## src/cacc_pkg.sv

```systemverilog
// cacc_pkg: constants, types and mode codes for the capture/compare modules
// assumes: a shared 16-bit counter timebase and a byte-wide register port
package cacc_pkg;
    // number of modules sharing the timebase
    localparam int NUM_MOD = 3;
    // module mode register bit positions
    localparam int B_WIDE = 7;
    localparam int B_CMP  = 6;
    localparam int B_RISE = 5;
    localparam int B_FALL = 4;
    localparam int B_MAT  = 3;
    localparam int B_TOG  = 2;
    localparam int B_PWM  = 1;
    localparam int B_IRQ  = 0;
    // pwm configuration register bit positions (cycle length in 1:0)
    localparam int C_VIEW = 7;
    localparam int C_OVIE = 5;
    localparam int C_OVF  = 4;
    // register addresses: module i sits at i*MOD_STRIDE plus offset
    localparam logic [3:0] MOD_STRIDE = 4'h4;
    localparam logic [3:0] A_MODE     = 4'h0;
    localparam logic [3:0] A_CMPL     = 4'h1;
    localparam logic [3:0] A_CMPH     = 4'h2;
    localparam logic [3:0] A_PWMCFG   = 4'hC;
    localparam logic [3:0] A_FLAGS    = 4'hD;
    // reset values
    localparam logic [7:0]  MODE_RST = 8'h00;
    localparam logic [15:0] CMP_RST  = 16'h0000;
    localparam logic [1:0]  CLS_RST  = 2'h0;
    // operating modes, one-hot
    typedef enum logic [6:0] {
        M_IDLE  = 7'b0000001,
        M_CAP   = 7'b0000010,
        M_TIMER = 7'b0000100,
        M_HSO   = 7'b0001000,
        M_FREQ  = 7'b0010000,
        M_PWM_ENABLE  = 7'b0100000,
        M_PWM16 = 7'b1000000
    } cacc_mode_e;
    // register port request
    typedef struct packed {
        logic       wr;
        logic       rd;
        logic [3:0] addr;
        logic [7:0] wdata;
    } cacc_req_s;
    // all state of the block
    typedef struct packed {
        logic [NUM_MOD-1:0][7:0]  mode;
        logic [NUM_MOD-1:0][15:0] cmp;
        logic [NUM_MOD-1:0][15:0] rld;
        logic [NUM_MOD-1:0]       flag;
        logic [NUM_MOD-1:0]       pin;
        logic [NUM_MOD-1:0]       sy1;
        logic [NUM_MOD-1:0]       sy2;
        logic [NUM_MOD-1:0]       sy3;
        logic                     view;
        logic                     ovie;
        logic                     ovf;
        logic [1:0]               cls;
        logic [7:0]               rdata;
    } cacc_state_s;
endpackage

```

## src/cacc_top.sv

```systemverilog
// cacc_top: three capture/compare modules on one shared counter timebase
// assumes: counter_i and cnt_new_i come from the counter logic on sys_clk_i;
// module pins arrive asynchronously and are synchronised here
`timescale 1ns/1ns

//////////////////////////////////////////////////////////////////////////////
module cacc_top (
    // clock, reset, enable
    input  wire logic                          sys_clk_i,
    input  wire logic                          reset_i,
    input  wire logic                          ce_i,
    // shared timebase
    input  wire logic [15:0]                   counter_i,
    input  wire logic                          cnt_new_i,
    // register port
    input  wire cacc_pkg::cacc_req_s           sfr_req_i,
    output logic      [7:0]                    sfr_rdata_o,
    // module pins
    input  wire logic [cacc_pkg::NUM_MOD-1:0]  module_pin_i,
    output logic      [cacc_pkg::NUM_MOD-1:0]  module_pin_o,
    output logic      [cacc_pkg::NUM_MOD-1:0]  module_pin_oe_n_o,
    // interrupt requests and flags
    output logic      [cacc_pkg::NUM_MOD-1:0]  module_event_flag_o,
    output logic      [cacc_pkg::NUM_MOD-1:0]  module_irq_o,
    output logic                               overflow_irq_o
);

    //////////////////////////////////////////////////////////////////////////
    // helpers

    // decode a mode register into an operating mode
    function automatic cacc_pkg::cacc_mode_e mode_of(input logic [7:0] m);
        cacc_pkg::cacc_mode_e r;
        r = cacc_pkg::M_IDLE;
        if ((m[cacc_pkg::B_RISE] | m[cacc_pkg::B_FALL]) && (m[3:1] == 3'h0)) begin
            r = cacc_pkg::M_CAP;
        end else if (m[cacc_pkg::B_PWM] && m[cacc_pkg::B_TOG]) begin
            r = cacc_pkg::M_FREQ;
        end else if (m[cacc_pkg::B_PWM]) begin
            r = m[cacc_pkg::B_WIDE] ? cacc_pkg::M_PWM16 : cacc_pkg::M_PWM_ENABLE;
        end else if (m[cacc_pkg::B_TOG]) begin
            r = cacc_pkg::M_HSO;
        end else if (m[cacc_pkg::B_MAT]) begin
            r = cacc_pkg::M_TIMER;
        end
        return r;
    endfunction

    // mask of the low 8..11 counter bits for a cycle length code
    function automatic logic [15:0] len_mask(input logic [1:0] c);
        return 16'(16'h07FF >> (2'h3 - c));
    endfunction

    // register address of a module's register
    function automatic logic [3:0] mod_addr(input int i, input logic [3:0] off);
        return 4'(i * cacc_pkg::MOD_STRIDE) + off;
    endfunction

    //////////////////////////////////////////////////////////////////////////
    // state

    cacc_pkg::cacc_state_s s_q;     // registered state
    cacc_pkg::cacc_state_s s_d;     // next state
    logic                  ovf_n;   // overflow out of the selected bit
    logic                  ovf_16;  // full 16-bit overflow
    localparam int NUM_CAP_W = cacc_pkg::NUM_MOD;
    logic [NUM_CAP_W-1:0]  cap_ev;  // capture event per module

    // overflow is seen when the counter has just wrapped its low bits to zero
    assign ovf_n  = cnt_new_i && ((counter_i & len_mask(s_q.cls)) == 16'h0000);
    assign ovf_16 = cnt_new_i && (counter_i == 16'h0000);

    //////////////////////////////////////////////////////////////////////////
    // next-state logic: software accesses first, hardware events after,
    // so that a hardware set always wins over a software clear
    always_comb begin
        cacc_pkg::cacc_mode_e m;
        logic                 en;
        logic                 full;
        logic                 hit;
        logic [15:0]          nv;
        m    = cacc_pkg::M_IDLE;
        en   = 1'b0;
        full = 1'b0;
        hit  = 1'b0;
        nv   = 16'h0000;
        s_d  = s_q;
        cap_ev = '0;
        // pin synchronisers; the second and third stages feed the edge logic
        s_d.sy1 = module_pin_i;
        s_d.sy2 = s_q.sy1;
        s_d.sy3 = s_q.sy2;
        // shared registers
        if (sfr_req_i.wr && sfr_req_i.addr == cacc_pkg::A_PWMCFG) begin
            s_d.view = sfr_req_i.wdata[cacc_pkg::C_VIEW];
            s_d.ovie = sfr_req_i.wdata[cacc_pkg::C_OVIE];
            s_d.ovf  = s_q.ovf & sfr_req_i.wdata[cacc_pkg::C_OVF];
            s_d.cls  = sfr_req_i.wdata[1:0];
        end
        if (sfr_req_i.wr && sfr_req_i.addr == cacc_pkg::A_FLAGS) begin
            // writing 0 clears a flag, writing 1 leaves it
            s_d.flag = s_q.flag & sfr_req_i.wdata[cacc_pkg::NUM_MOD-1:0];
        end
        // read data, unmapped addresses read zero
        if (sfr_req_i.rd) begin
            s_d.rdata = 8'h00;
            case (sfr_req_i.addr)
                cacc_pkg::A_PWMCFG: s_d.rdata = {s_q.view, 1'b0, s_q.ovie, s_q.ovf, 2'h0, s_q.cls};
                cacc_pkg::A_FLAGS:  s_d.rdata = 8'(s_q.flag);
                default:            s_d.rdata = 8'h00;
            endcase
        end
        for (int i = 0; i < cacc_pkg::NUM_MOD; i++) begin
            // software side of module i
            if (sfr_req_i.rd && sfr_req_i.addr == mod_addr(i, cacc_pkg::A_MODE)) begin
                s_d.rdata = s_q.mode[i];
            end
            if (sfr_req_i.rd && sfr_req_i.addr == mod_addr(i, cacc_pkg::A_CMPL)) begin
                s_d.rdata = s_q.view ? s_q.rld[i][7:0] : s_q.cmp[i][7:0];
            end
            if (sfr_req_i.rd && sfr_req_i.addr == mod_addr(i, cacc_pkg::A_CMPH)) begin
                s_d.rdata = s_q.view ? s_q.rld[i][15:8] : s_q.cmp[i][15:8];
            end
            if (sfr_req_i.wr && sfr_req_i.addr == mod_addr(i, cacc_pkg::A_MODE)) begin
                s_d.mode[i] = sfr_req_i.wdata;
            end
            if (sfr_req_i.wr && sfr_req_i.addr == mod_addr(i, cacc_pkg::A_CMPL)) begin
                if (s_q.view) begin
                    s_d.rld[i][7:0] = sfr_req_i.wdata;
                end else begin
                    s_d.cmp[i][7:0] = sfr_req_i.wdata;
                end
                s_d.mode[i][cacc_pkg::B_CMP] = 1'b0;
            end
            if (sfr_req_i.wr && sfr_req_i.addr == mod_addr(i, cacc_pkg::A_CMPH)) begin
                if (s_q.view) begin
                    s_d.rld[i][15:8] = sfr_req_i.wdata;
                end else begin
                    s_d.cmp[i][15:8] = sfr_req_i.wdata;
                end
                s_d.mode[i][cacc_pkg::B_CMP] = 1'b1;
            end
            // hardware side of module i, all on the shared timebase
            m    = mode_of(s_q.mode[i]);
            en   = s_q.mode[i][cacc_pkg::B_CMP];
            full = cnt_new_i && (counter_i == s_q.cmp[i]);
            case (m)
                cacc_pkg::M_CAP: begin
                    cap_ev[i] = (s_q.mode[i][cacc_pkg::B_RISE] && s_q.sy2[i] && !s_q.sy3[i]) ||
                                (s_q.mode[i][cacc_pkg::B_FALL] && !s_q.sy2[i] && s_q.sy3[i]);
                    if (cap_ev[i]) begin
                        s_d.cmp[i]  = counter_i;
                        s_d.flag[i] = 1'b1;
                    end
                end
                cacc_pkg::M_TIMER: begin
                    if (en && full) begin
                        s_d.flag[i] = 1'b1;
                    end
                end
                cacc_pkg::M_HSO: begin
                    // comparator off: the pin keeps its level
                    if (en && full) begin
                        s_d.pin[i] = !s_q.pin[i];
                        if (s_q.mode[i][cacc_pkg::B_MAT]) begin
                            s_d.flag[i] = 1'b1;
                        end
                    end
                end
                cacc_pkg::M_FREQ: begin
                    // adding a zero high byte brings the next match 256 clocks on
                    if (en && cnt_new_i && counter_i[7:0] == s_q.cmp[i][7:0]) begin
                        s_d.pin[i]      = !s_q.pin[i];
                        s_d.cmp[i][7:0] = s_q.cmp[i][7:0] + s_q.cmp[i][15:8];
                    end
                    if (s_q.mode[i][cacc_pkg::B_MAT] && full) begin
                        s_d.flag[i] = 1'b1;
                    end
                end
                cacc_pkg::M_PWM_ENABLE, cacc_pkg::M_PWM16: begin
                    // compare against the value reloaded at this overflow (16-bit: cmp itself), so a
                    // zero duty word still gives a full-high cycle
                    if (m == cacc_pkg::M_PWM16) begin
                        nv  = s_q.cmp[i];
                        hit = full;
                        s_d.pin[i] = ovf_16 ? 1'b0 : s_q.pin[i];
                    end else begin
                        if (s_q.cls == 2'h0) begin
                            nv = ovf_n ? {s_q.cmp[i][15:8], s_q.cmp[i][15:8]} : s_q.cmp[i];
                        end else begin
                            nv = ovf_n ? s_q.rld[i] : s_q.cmp[i];
                        end
                        hit = cnt_new_i && ((counter_i & len_mask(s_q.cls)) ==
                                            (nv & len_mask(s_q.cls)));
                        s_d.pin[i] = ovf_n ? 1'b0 : s_q.pin[i];
                        // reload only at overflow, so a software byte write lands otherwise
                        if (ovf_n) begin
                            s_d.cmp[i] = nv;
                        end
                    end
                    if (hit) begin
                        s_d.pin[i] = 1'b1;
                        if (s_q.mode[i][cacc_pkg::B_MAT]) begin
                            s_d.flag[i] = 1'b1;
                        end
                    end
                    if (!en) begin
                        s_d.pin[i] = 1'b0;
                    end
                end
                default: begin
                    // idle: pin keeps its level
                end
            endcase
        end
        // intermediate overflow, set wins over clear
        if (ovf_n) begin
            s_d.ovf = 1'b1;
        end
    end

    //////////////////////////////////////////////////////////////////////////
    // state register, frozen while ce_i is low
    always_ff @(posedge sys_clk_i or posedge reset_i) begin
        if (reset_i) begin
            s_q       <= '0;
            s_q.mode  <= {cacc_pkg::NUM_MOD{cacc_pkg::MODE_RST}};
            s_q.cmp   <= {cacc_pkg::NUM_MOD{cacc_pkg::CMP_RST}};
            s_q.rld   <= {cacc_pkg::NUM_MOD{cacc_pkg::CMP_RST}};
            s_q.cls   <= cacc_pkg::CLS_RST;
        end else if (ce_i) begin
            s_q <= s_d;
        end
    end

    //////////////////////////////////////////////////////////////////////////
    // outputs
    always_comb begin
        for (int i = 0; i < cacc_pkg::NUM_MOD; i++) begin
            // capture and idle modules leave the pin to the outside
            module_pin_oe_n_o[i] = (mode_of(s_q.mode[i]) == cacc_pkg::M_CAP) ||
                                   (mode_of(s_q.mode[i]) == cacc_pkg::M_IDLE);
            module_irq_o[i] = s_q.flag[i] && s_q.mode[i][cacc_pkg::B_IRQ];
        end
    end
    assign sfr_rdata_o         = s_q.rdata;
    assign module_pin_o        = s_q.pin;
    assign module_event_flag_o = s_q.flag;
    assign overflow_irq_o      = s_q.ovf && s_q.ovie;
endmodule

```

## config.mk

```make
export PLATFORM = sky130hd
export DESIGN_NAME = cacc_top
export DESIGN_NICKNAME = d
export VERILOG_FILES = /design/src/cacc_pkg.sv /design/src/cacc_top.sv
export SDC_FILE = /design/constraint.sdc
export NUM_CORES = 1
export LEC_CHECK = 0
export BUFFER_PORTS_ARGS = -buffer_cell sky130_fd_sc_hd__buf_2
export CORE_ASPECT_RATIO = 1.2
export CORE_MARGIN = 5
export CORE_UTILIZATION = 52
export CTS_CLUSTER_SIZE = 40
export DETAILED_ROUTE_END_ITERATION = 12
export PLACE_DENSITY = 0.72
export RECOVER_POWER = 25
export SLEW_MARGIN = 15
export SYNTH_ARGS = -nofsm -noshare
export SYNTH_HDL_FRONTEND = slang
export SYNTH_SLANG_ARGS = --single-unit
```

## constraint.sdc

```tcl
create_clock -name sys_clk_i -period 3.8 [get_ports sys_clk_i]
set_input_delay 0 -clock sys_clk_i [delete_from_list [all_inputs] [get_ports sys_clk_i]]
set_output_delay 0 -clock sys_clk_i [all_outputs]
set_load 0.01 [all_outputs]
```

Word-level counts from Yosys, hierarchy flattened
Cells that the tools add are included.
{"block": "classes", "add_sub_neg": 4, "n_shift": 1, "eq_ne": 52, "reduce_logical": 113, "mux": 139, "bitwise_logic": 9}
{"op": "2-to-1 mux 16 bit", "count": 21}
{"op": "2-to-1 mux 8 bit", "count": 34}
{"op": "2-to-1 mux 7 bit", "count": 16}
{"op": "equality test 16 bit", "count": 6}
{"op": "one-hot mux 8 bit (3 select lines)", "count": 3}
{"op": "AND 16 bit", "count": 4}
{"op": "one-hot mux 8 bit (2 select lines)", "count": 4}
{"op": "logical AND 1 bit", "count": 62}
{"op": "2-to-1 mux 1 bit", "count": 48}
{"op": "zero test 16 bit", "count": 2}
{"op": "!= test 5 bit, second input constant", "count": 6}
{"op": "adder 8 bit", "count": 3}
{"op": "equality test 8 bit", "count": 3}
{"op": "equality test 7 x 1 -> 1 bit, second input constant", "count": 3}
{"op": "equality test 7 x 2 -> 1 bit, second input constant", "count": 3}
{"op": "equality test 7 x 3 -> 1 bit, second input constant", "count": 3}
{"op": "equality test 7 x 4 -> 1 bit, second input constant", "count": 3}
{"op": "equality test 7 x 5 -> 1 bit, second input constant", "count": 3}
{"op": "equality test 7 x 6 -> 1 bit, second input constant", "count": 3}
{"op": "equality test 7 bit, second input constant", "count": 3}
{"op": "equality test 4 bit, second input constant", "count": 5}
{"op": "AND reduction 2 bit", "count": 9}
{"op": "AND reduction 3 bit", "count": 6}
{"op": "AND reduction 6 bit", "count": 3}
{"op": "other kinds (22)", "count": 62}
{"block": "word_totals", "output_inout_bits": 21, "reg_bits": 148, "inputBits": 37}

Depth between registers and ports, before layout
{"block": "logic_depth", "ltp_word": 17, "mapped_depth": 12, "depth_no_buf": 10}

Least setup slack after synthesis
Ideal clock, no wire load.
{"block": "synth_timing", "path_type": "register to register", "from": "register s_q[8] (netlist bit)", "to": "register s_q (netlist bit module_event_flag_o[0])", "slack_ns": 1.273, "path_buffers": 2, "period_less_slack_ns": 2.527, "arrival_ns": 2.449, "stages_incl_launch_ff": 9, "setup_time_ns": 0.078, "path_cell_list": "dfrtp_1 -> buf_2 -> nor2_2 -> buf_2 -> mux2i_1 -> a211oi_1 -> or4b_1 -> or4_1 -> a21oi_1"}
{"block": "synth_between", "elab_chain_cells": 16, "elab_cells_between_ends": 18, "cone_classes": "add/sub: 1; eq/ne: 1; shift: 1; mux: 9; bitwise: 2; reduce/logical: 4"}
{"item": "start: declaration", "line_no": "cacc_top.sv:62", "rtl": "cacc_pkg::cacc_state_s s_q;"}
{"item": "subtractor 2 bit", "line_no": "cacc_top.sv:51", "rtl": "return 16'(16'h07FF >> (2'h3 - c));"}
{"item": "right shift 11 x 2 -> 16 bit", "line_no": "cacc_top.sv:51"}
{"item": "AND 16 bit", "line_no": "cacc_top.sv:70, cacc_top.sv:193"}
{"item": "zero test 16 bit", "line_no": "cacc_top.sv:70", "rtl": "assign ovf_n = cnt_new_i && ((counter_i & len_mask(s_q.cls)) == 16'h0000);"}
{"item": "logical AND 1 bit", "line_no": "cacc_top.sv:70"}
{"item": "2-to-1 mux 16 bit or 2-to-1 mux 8 bit (tied branches)", "line_no": "cacc_top.sv:191, cacc_top.sv:189"}
{"item": "2-to-1 mux 16 bit", "line_no": "cacc_top.sv:188", "rtl": "if (s_q.cls == 2'h0) begin"}
{"item": "2-to-1 mux 16 bit", "line_no": "cacc_top.sv:183", "rtl": "if (m == cacc_pkg::M_PWM16) begin"}
{"item": "2-to-1 mux 16 bit", "line_no": "cacc_top.sv:147", "rtl": "case (m)"}
{"item": "AND 16 bit", "line_no": "cacc_top.sv:194", "rtl": "(nv & len_mask(s_q.cls)));"}
{"item": "equality test 16 bit *", "line_no": "cacc_top.sv:193", "rtl": "hit = cnt_new_i && ((counter_i & len_mask(s_q.cls)) =="}
{"item": "logical AND 1 bit *", "line_no": "cacc_top.sv:193"}
{"item": "2-to-1 mux 1 bit *", "line_no": "cacc_top.sv:183"}
{"item": "2-to-1 mux 1 bit *", "line_no": "cacc_top.sv:147"}
{"item": "2-to-1 mux 1 bit *", "line_no": "cacc_top.sv:201", "rtl": "if (hit) begin"}
{"item": "one-hot mux 1 bit (5 select lines) *", "line_no": "cacc_top.sv:147"}
Every way passes the cells marked *; elsewhere a longest branch is shown, timed or not. The select of a mux whose other input is x is not followed.
A chain may end at the register's enable or synchronous reset.

Final worst setup path
{"block": "layout_timing", "from": "register s_q[9] (netlist bit)", "to": "register s_q (netlist bit module_event_flag_o[0])"}
The elaborated chain is that of the path after synthesis.

==> summary by stage <==
Worst setup path
The worst endpoint data arrival time is ~3.8 ns. The number of buffer and inverter instances along the worst setup path is 1. The startpoint of the worst setup timing path is s_q[9]$_DFFE_PP0P_. Data on the critical path is required at its endpoint by 4.16 ns. The worst setup path is launched from a register.

The kind of critical path is reg -> reg. Broken down by cell family, the worst path's largest delay share belongs to simple AND/OR/NAND/NOR gates. The critical path goes through nor2_2, buf_4, mux2i_1, a211oi_1, or4b_1, or4_1, a21oi_1.

The peak per-stage delay on the critical path is 0.84 ns. The largest fanout of any net on the critical path is 14. The worst setup path is captured at a register. Across all register-to-register paths, the minimum setup slack is between 0.4 and 0.5 ns. The start of the worst register-to-register path is s_q[9]$_DFFE_PP0P_. On the critical path, the stage with the largest delay is an instance of sky130_fd_sc_hd__nor2_2.

Logic synthesis
Summing the sequential cell areas from Yosys gives 30.9% of the chip area. The synthesized-area fraction occupied by adder cells is 2.69%. In this run, synthesis inferred 0 flip-flops with an integrated enable. In the synthesized netlist the async set-or-reset flop fraction comes to 100%. After synthesis, the largest area contributor takes up 30.9% of total cell area. In the synthesized netlist the dominant register cell turns out to be sky130_fd_sc_hd__dfrtp_1. The register bit count reported by yosys is 148.

The number of different library cells used by synthesis comes to 78. The Yosys step of the flow raised 0 warnings. After synthesis, the largest family of logic cells by area is compound AO/OA/AOI/OAI gates. The average size of a mapped cell is 8.51 sq um. The gate count after technology mapping is 1,408. The simple logic cell fraction of the synthesized area is 17.3%. When the netlist entered floorplanning its net count stood at 1,469.

The synthesized netlist devotes 23.5% of its cell area to compound gates. The multiplexer share of the synthesized area is 14.9%. The xor/xnor share of the synthesized area is between 5 and 6%. The synthesized design spends more area on one cell type than any other, namely sky130_fd_sc_hd__dfrtp_1.

By instance count, the leading cell after synthesis is sky130_fd_sc_hd__nand2_1. Counting instances in the post-synthesis netlist gives the leading cell types as sky130_fd_sc_hd__nand2_1, sky130_fd_sc_hd__dfrtp_1, sky130_fd_sc_hd__a21oi_1. After synthesis, the cell types taking the most area are sky130_fd_sc_hd__dfrtp_1, sky130_fd_sc_hd__mux2_2, sky130_fd_sc_hd__mux2i_1, sky130_fd_sc_hd__nand2_1, sky130_fd_sc_hd__a21oi_1. The mapped netlist covers 0.0120 sq mm.

Placed design
The congestion estimate from routability-driven global placement came to 0.993. The port buffer count is 57. Counting tap cells, the placed design contains a total of 1,689 instances. The HPWL after detailed placement is 36,000 microns. Timing analysis after detailed placement gives a worst setup slack of about 0.51 ns.

STA
Setup violations remaining at the end of the flow were counted as 0. The transition time of the tightest slew-check pin is 2.67 ns. Setup repair after global routing left no endpoint under its margin. The aggregate negative setup slack is 0 ns. The share of the clock period used by the worst path is 89.2%.

The shortest period the worst path allows is 3.39 ns. Hold is met by 0.0219 ns. The final critical-path setup slack is 0.410 ns.

The worst relative slew slack is -78.0%. The count of final hold-check violations is 0. The max-slew violation count is around 200.

The highest attainable clock frequency is 0.295 GHz. The worst clock skew is 0.0154 ns.

Drt
The detail route stage leaves a number of antenna-violating nets equal to 0. In the routed design, unresolved DRC markers number 0. The final layout contains routed wiring with a total length of 50,500 microns. In the final routed layout, each cell accounts on average for 29.2 microns. The iteration-0 DRC count of the detailed router is 1,500. The number of optimization iterations in the first detailed-route pass is 6. The routed via count is 12,100. The detail-routed via count per cell is 7.01.

Run
Max-cap violations in this run came to 2.

Clocking
The post-CTS setup buffer count is 0. TritonCTS built the clock tree. In this run the clock root is driven by a sky130_fd_sc_hd__clkbuf_16. CTS built an H-tree with a depth of 4. The number of buffers created by CTS is 17. The tree built by TritonCTS fans out to 148 sinks. The clock passes through at most 2 buffers.

After clock tree synthesis, the clock-pin slew on the worst setup and hold paths is approximately 0.08 ns. The insertion delay of the later-clocked pin in the worst-skew pair is approximately 0.43 ns.

Layout
The area overhead of the layout relative to synthesis is 8.39%. The repair_antennas step left the layout with diodes totalling 0. The share of layout cells above drive strength 1 is between 15 and 20%.

The final layout net count is 1,463. For this run, the share of the core covered by cells in the final layout is 57.5%. The final instance count without filler cells is 1,725. The filler cells instantiated in the layout total roughly 2,100.

Status
The final reports fail on capacitance limit, slew limit. The run finished, with violations left.

Global route
The global-route wire length before repair is 75,500 microns. The maximum number of pins on one net before global-route repair is 149. The via count of the first global-routing pass is 11,600.

The remaining global-route overflow is 0. The aggregate global-route resource usage is 38.4%. The initial antenna violation count came to 0.

Floorplan
The effective utilization at floorplan is 53.0%. The vertical die dimension is 176 microns. The number of placement rows is 60. The die is 149 microns wide. The number of primary I/O pins is 58. The floorplan step defined a die boundary enclosing between 0.02 and 0.03 sq mm. The region available for standard cell placement spans 0.0226 sq mm.

Power and ir drop
In this run the static leakage power is between 5 and 6 nW. For this design the ratio of total power to cell area is ~570 mW/mm^2. The largest voltage drop on the vdd net is 314 uV.

Min path
The worst hold path belongs to the class in -> reg. The origin of the worst min-delay path is sfr_req_i[10].
cells in the final DEF (no fill, tap or decap), types with 7 or more instances in the layout:
cell / Yosys / final
sky130_fd_sc_hd__o22a_1: 12 / 12
sky130_fd_sc_hd__nor4_1: 9 / 9
sky130_fd_sc_hd__a22o_1: 7 / 7
sky130_fd_sc_hd__o221ai_1: 19 / 19
sky130_fd_sc_hd__ha_1: 21 / 21
sky130_fd_sc_hd__o22ai_1: 20 / 20
sky130_fd_sc_hd__buf_4: 17 / 32
sky130_fd_sc_hd__nor2b_1: 13 / 13
sky130_fd_sc_hd__a31oi_1: 22 / 22
sky130_fd_sc_hd__a21oi_1: 106 / 106
sky130_fd_sc_hd__o21ai_0: 71 / 71
sky130_fd_sc_hd__o2111ai_1: 13 / 13
sky130_fd_sc_hd__inv_1: 22 / 21
sky130_fd_sc_hd__a211oi_1: 11 / 11
sky130_fd_sc_hd__nor2_1: 89 / 89
sky130_fd_sc_hd__nor3_1: 35 / 35
sky130_fd_sc_hd__xnor2_1: 53 / 53
sky130_fd_sc_hd__clkbuf_1: 76 / 14
sky130_fd_sc_hd__nand2_1: 167 / 167
sky130_fd_sc_hd__buf_2: 17 / 45
sky130_fd_sc_hd__mux2_2: 95 / 95
sky130_fd_sc_hd__dfrtp_1: 148 / 147
sky130_fd_sc_hd__a2bb2oi_1: 8 / 8
sky130_fd_sc_hd__o211ai_1: 12 / 12
sky130_fd_sc_hd__o21bai_1: 7 / 7
sky130_fd_sc_hd__and2_1: 10 / 9
sky130_fd_sc_hd__nand3_1: 28 / 28
sky130_fd_sc_hd__a22oi_1: 13 / 13
sky130_fd_sc_hd__mux2i_1: 71 / 71
sky130_fd_sc_hd__o21a_1: 23 / 23
sky130_fd_sc_hd__nand2b_1: 20 / 20
sky130_fd_sc_hd__nand4_1: 18 / 18
sky130_fd_sc_hd__clkbuf_16: 0 / 17
sky130_fd_sc_hd__a221oi_1: 19 / 19
sky130_fd_sc_hd__xor2_1: 21 / 21
sky130_fd_sc_hd__a21o_1: 10 / 10
per-layer routing:
metal | global-route usage, % | vias to the layer above | wire, microns
li1 | - | 5175 | -
met1 | 50.2 | 5838 | 19200
met2 | 59.4 | 878 | 22500
met3 | 7.06 | 204 | 5110
met4 | 22.4 | 0 | 3600
met5 | 0 | - | 0
cells by family (layout without fill, tap and decap cells):
family / Yosys count / in the layout
and+or+nand+nor: 432 / 432
AOI/OAI and AO/OA: 420 / 420
muxes: 166 / 166
DFF: 148 / 148
buffers and inverters: 144 / 151
xor gates and xnor gates: 74 / 74
adders and majority gates: 24 / 24
power breakdown:
part	internal [mW]	leakage, nW	total [mW]	switching [mW]
Sequential	1.88	1.81	2.61	0.727
Clock	0.944	0.277	1.76	0.818
Combinational	1.30	3.28	3.03	1.72
Total	4.13	5.37	7.40	3.27
state kept, by name, indices dropped and copies added, names as in the netlist:
register / cells
s_q: 128
sfr_rdata_o: 8
s_d: 6
module_event_flag_o: 3
module_pin_o: 3
path summary, 6_finish.rpt:
kind | to | depth (start not counted)
max in group asynchronous | s_q[12]$_DFFE_PP0P_ | 4
min | s_q[130]$_DFFE_PP0P_ | 3
min reg2reg | sfr_rdata_o[0]$_DFFE_PP0P_ | 2
max reg2reg | module_event_flag_o[0]$_DFFE_PP0P_ | 7
max | module_event_flag_o[0]$_DFFE_PP0P_ | 7
min in group asynchronous | s_q[145]$_DFFE_PP0P_ | 4
worst register-to-register path, stage by stage (launching register included):
cell and delay (ns):
sky130_fd_sc_hd__dfrtp_1 0.54, sky130_fd_sc_hd__nor2_2 0.84, sky130_fd_sc_hd__buf_4 0.41, sky130_fd_sc_hd__mux2i_1 0.26, sky130_fd_sc_hd__a211oi_1 0.10, sky130_fd_sc_hd__or4b_1 0.56
sky130_fd_sc_hd__or4_1 0.49, sky130_fd_sc_hd__a21oi_1 0.13
final cells by class:
class / instances / area (sq um) / area share [%]
Clock buffer: 19 / 443 / 3.41
Sequential cell: 148 / 3700 / 28.5
Timing Repair Buffer: 96 / 582 / 4.48
Tap cell: 310 / 388 / 2.99
Inverter: 23 / 90.1 / 0.693
Clock inverter: 13 / 135 / 1.04
Multi-Input combinational cell: 1116 / 7650 / 58.9
stage by stage:
| step | power, mW | cell area (sq um) |
|---|---|---|
| 5_1_grt | 7.73 | 13000 |
| 4_1_cts | 7.30 | 13000 |
| 3_5_place_dp | 5.54 | 12400 |
| 3_3_place_gp | 5.49 | 12400 |
| 6_report | 7.40 | 13000 |
| 2_1_floorplan | 4.56 | 12000 |
what timing repair did:
| item | in CTS | in global routing |
|---|---|---|
| endpoints found under the hold margin | 151 | 0 |
| gates resized for setup | 0 | 0 |
| hold buffers | 4 | 0 |
Note: power is estimated with default switching activity, not from simulation.
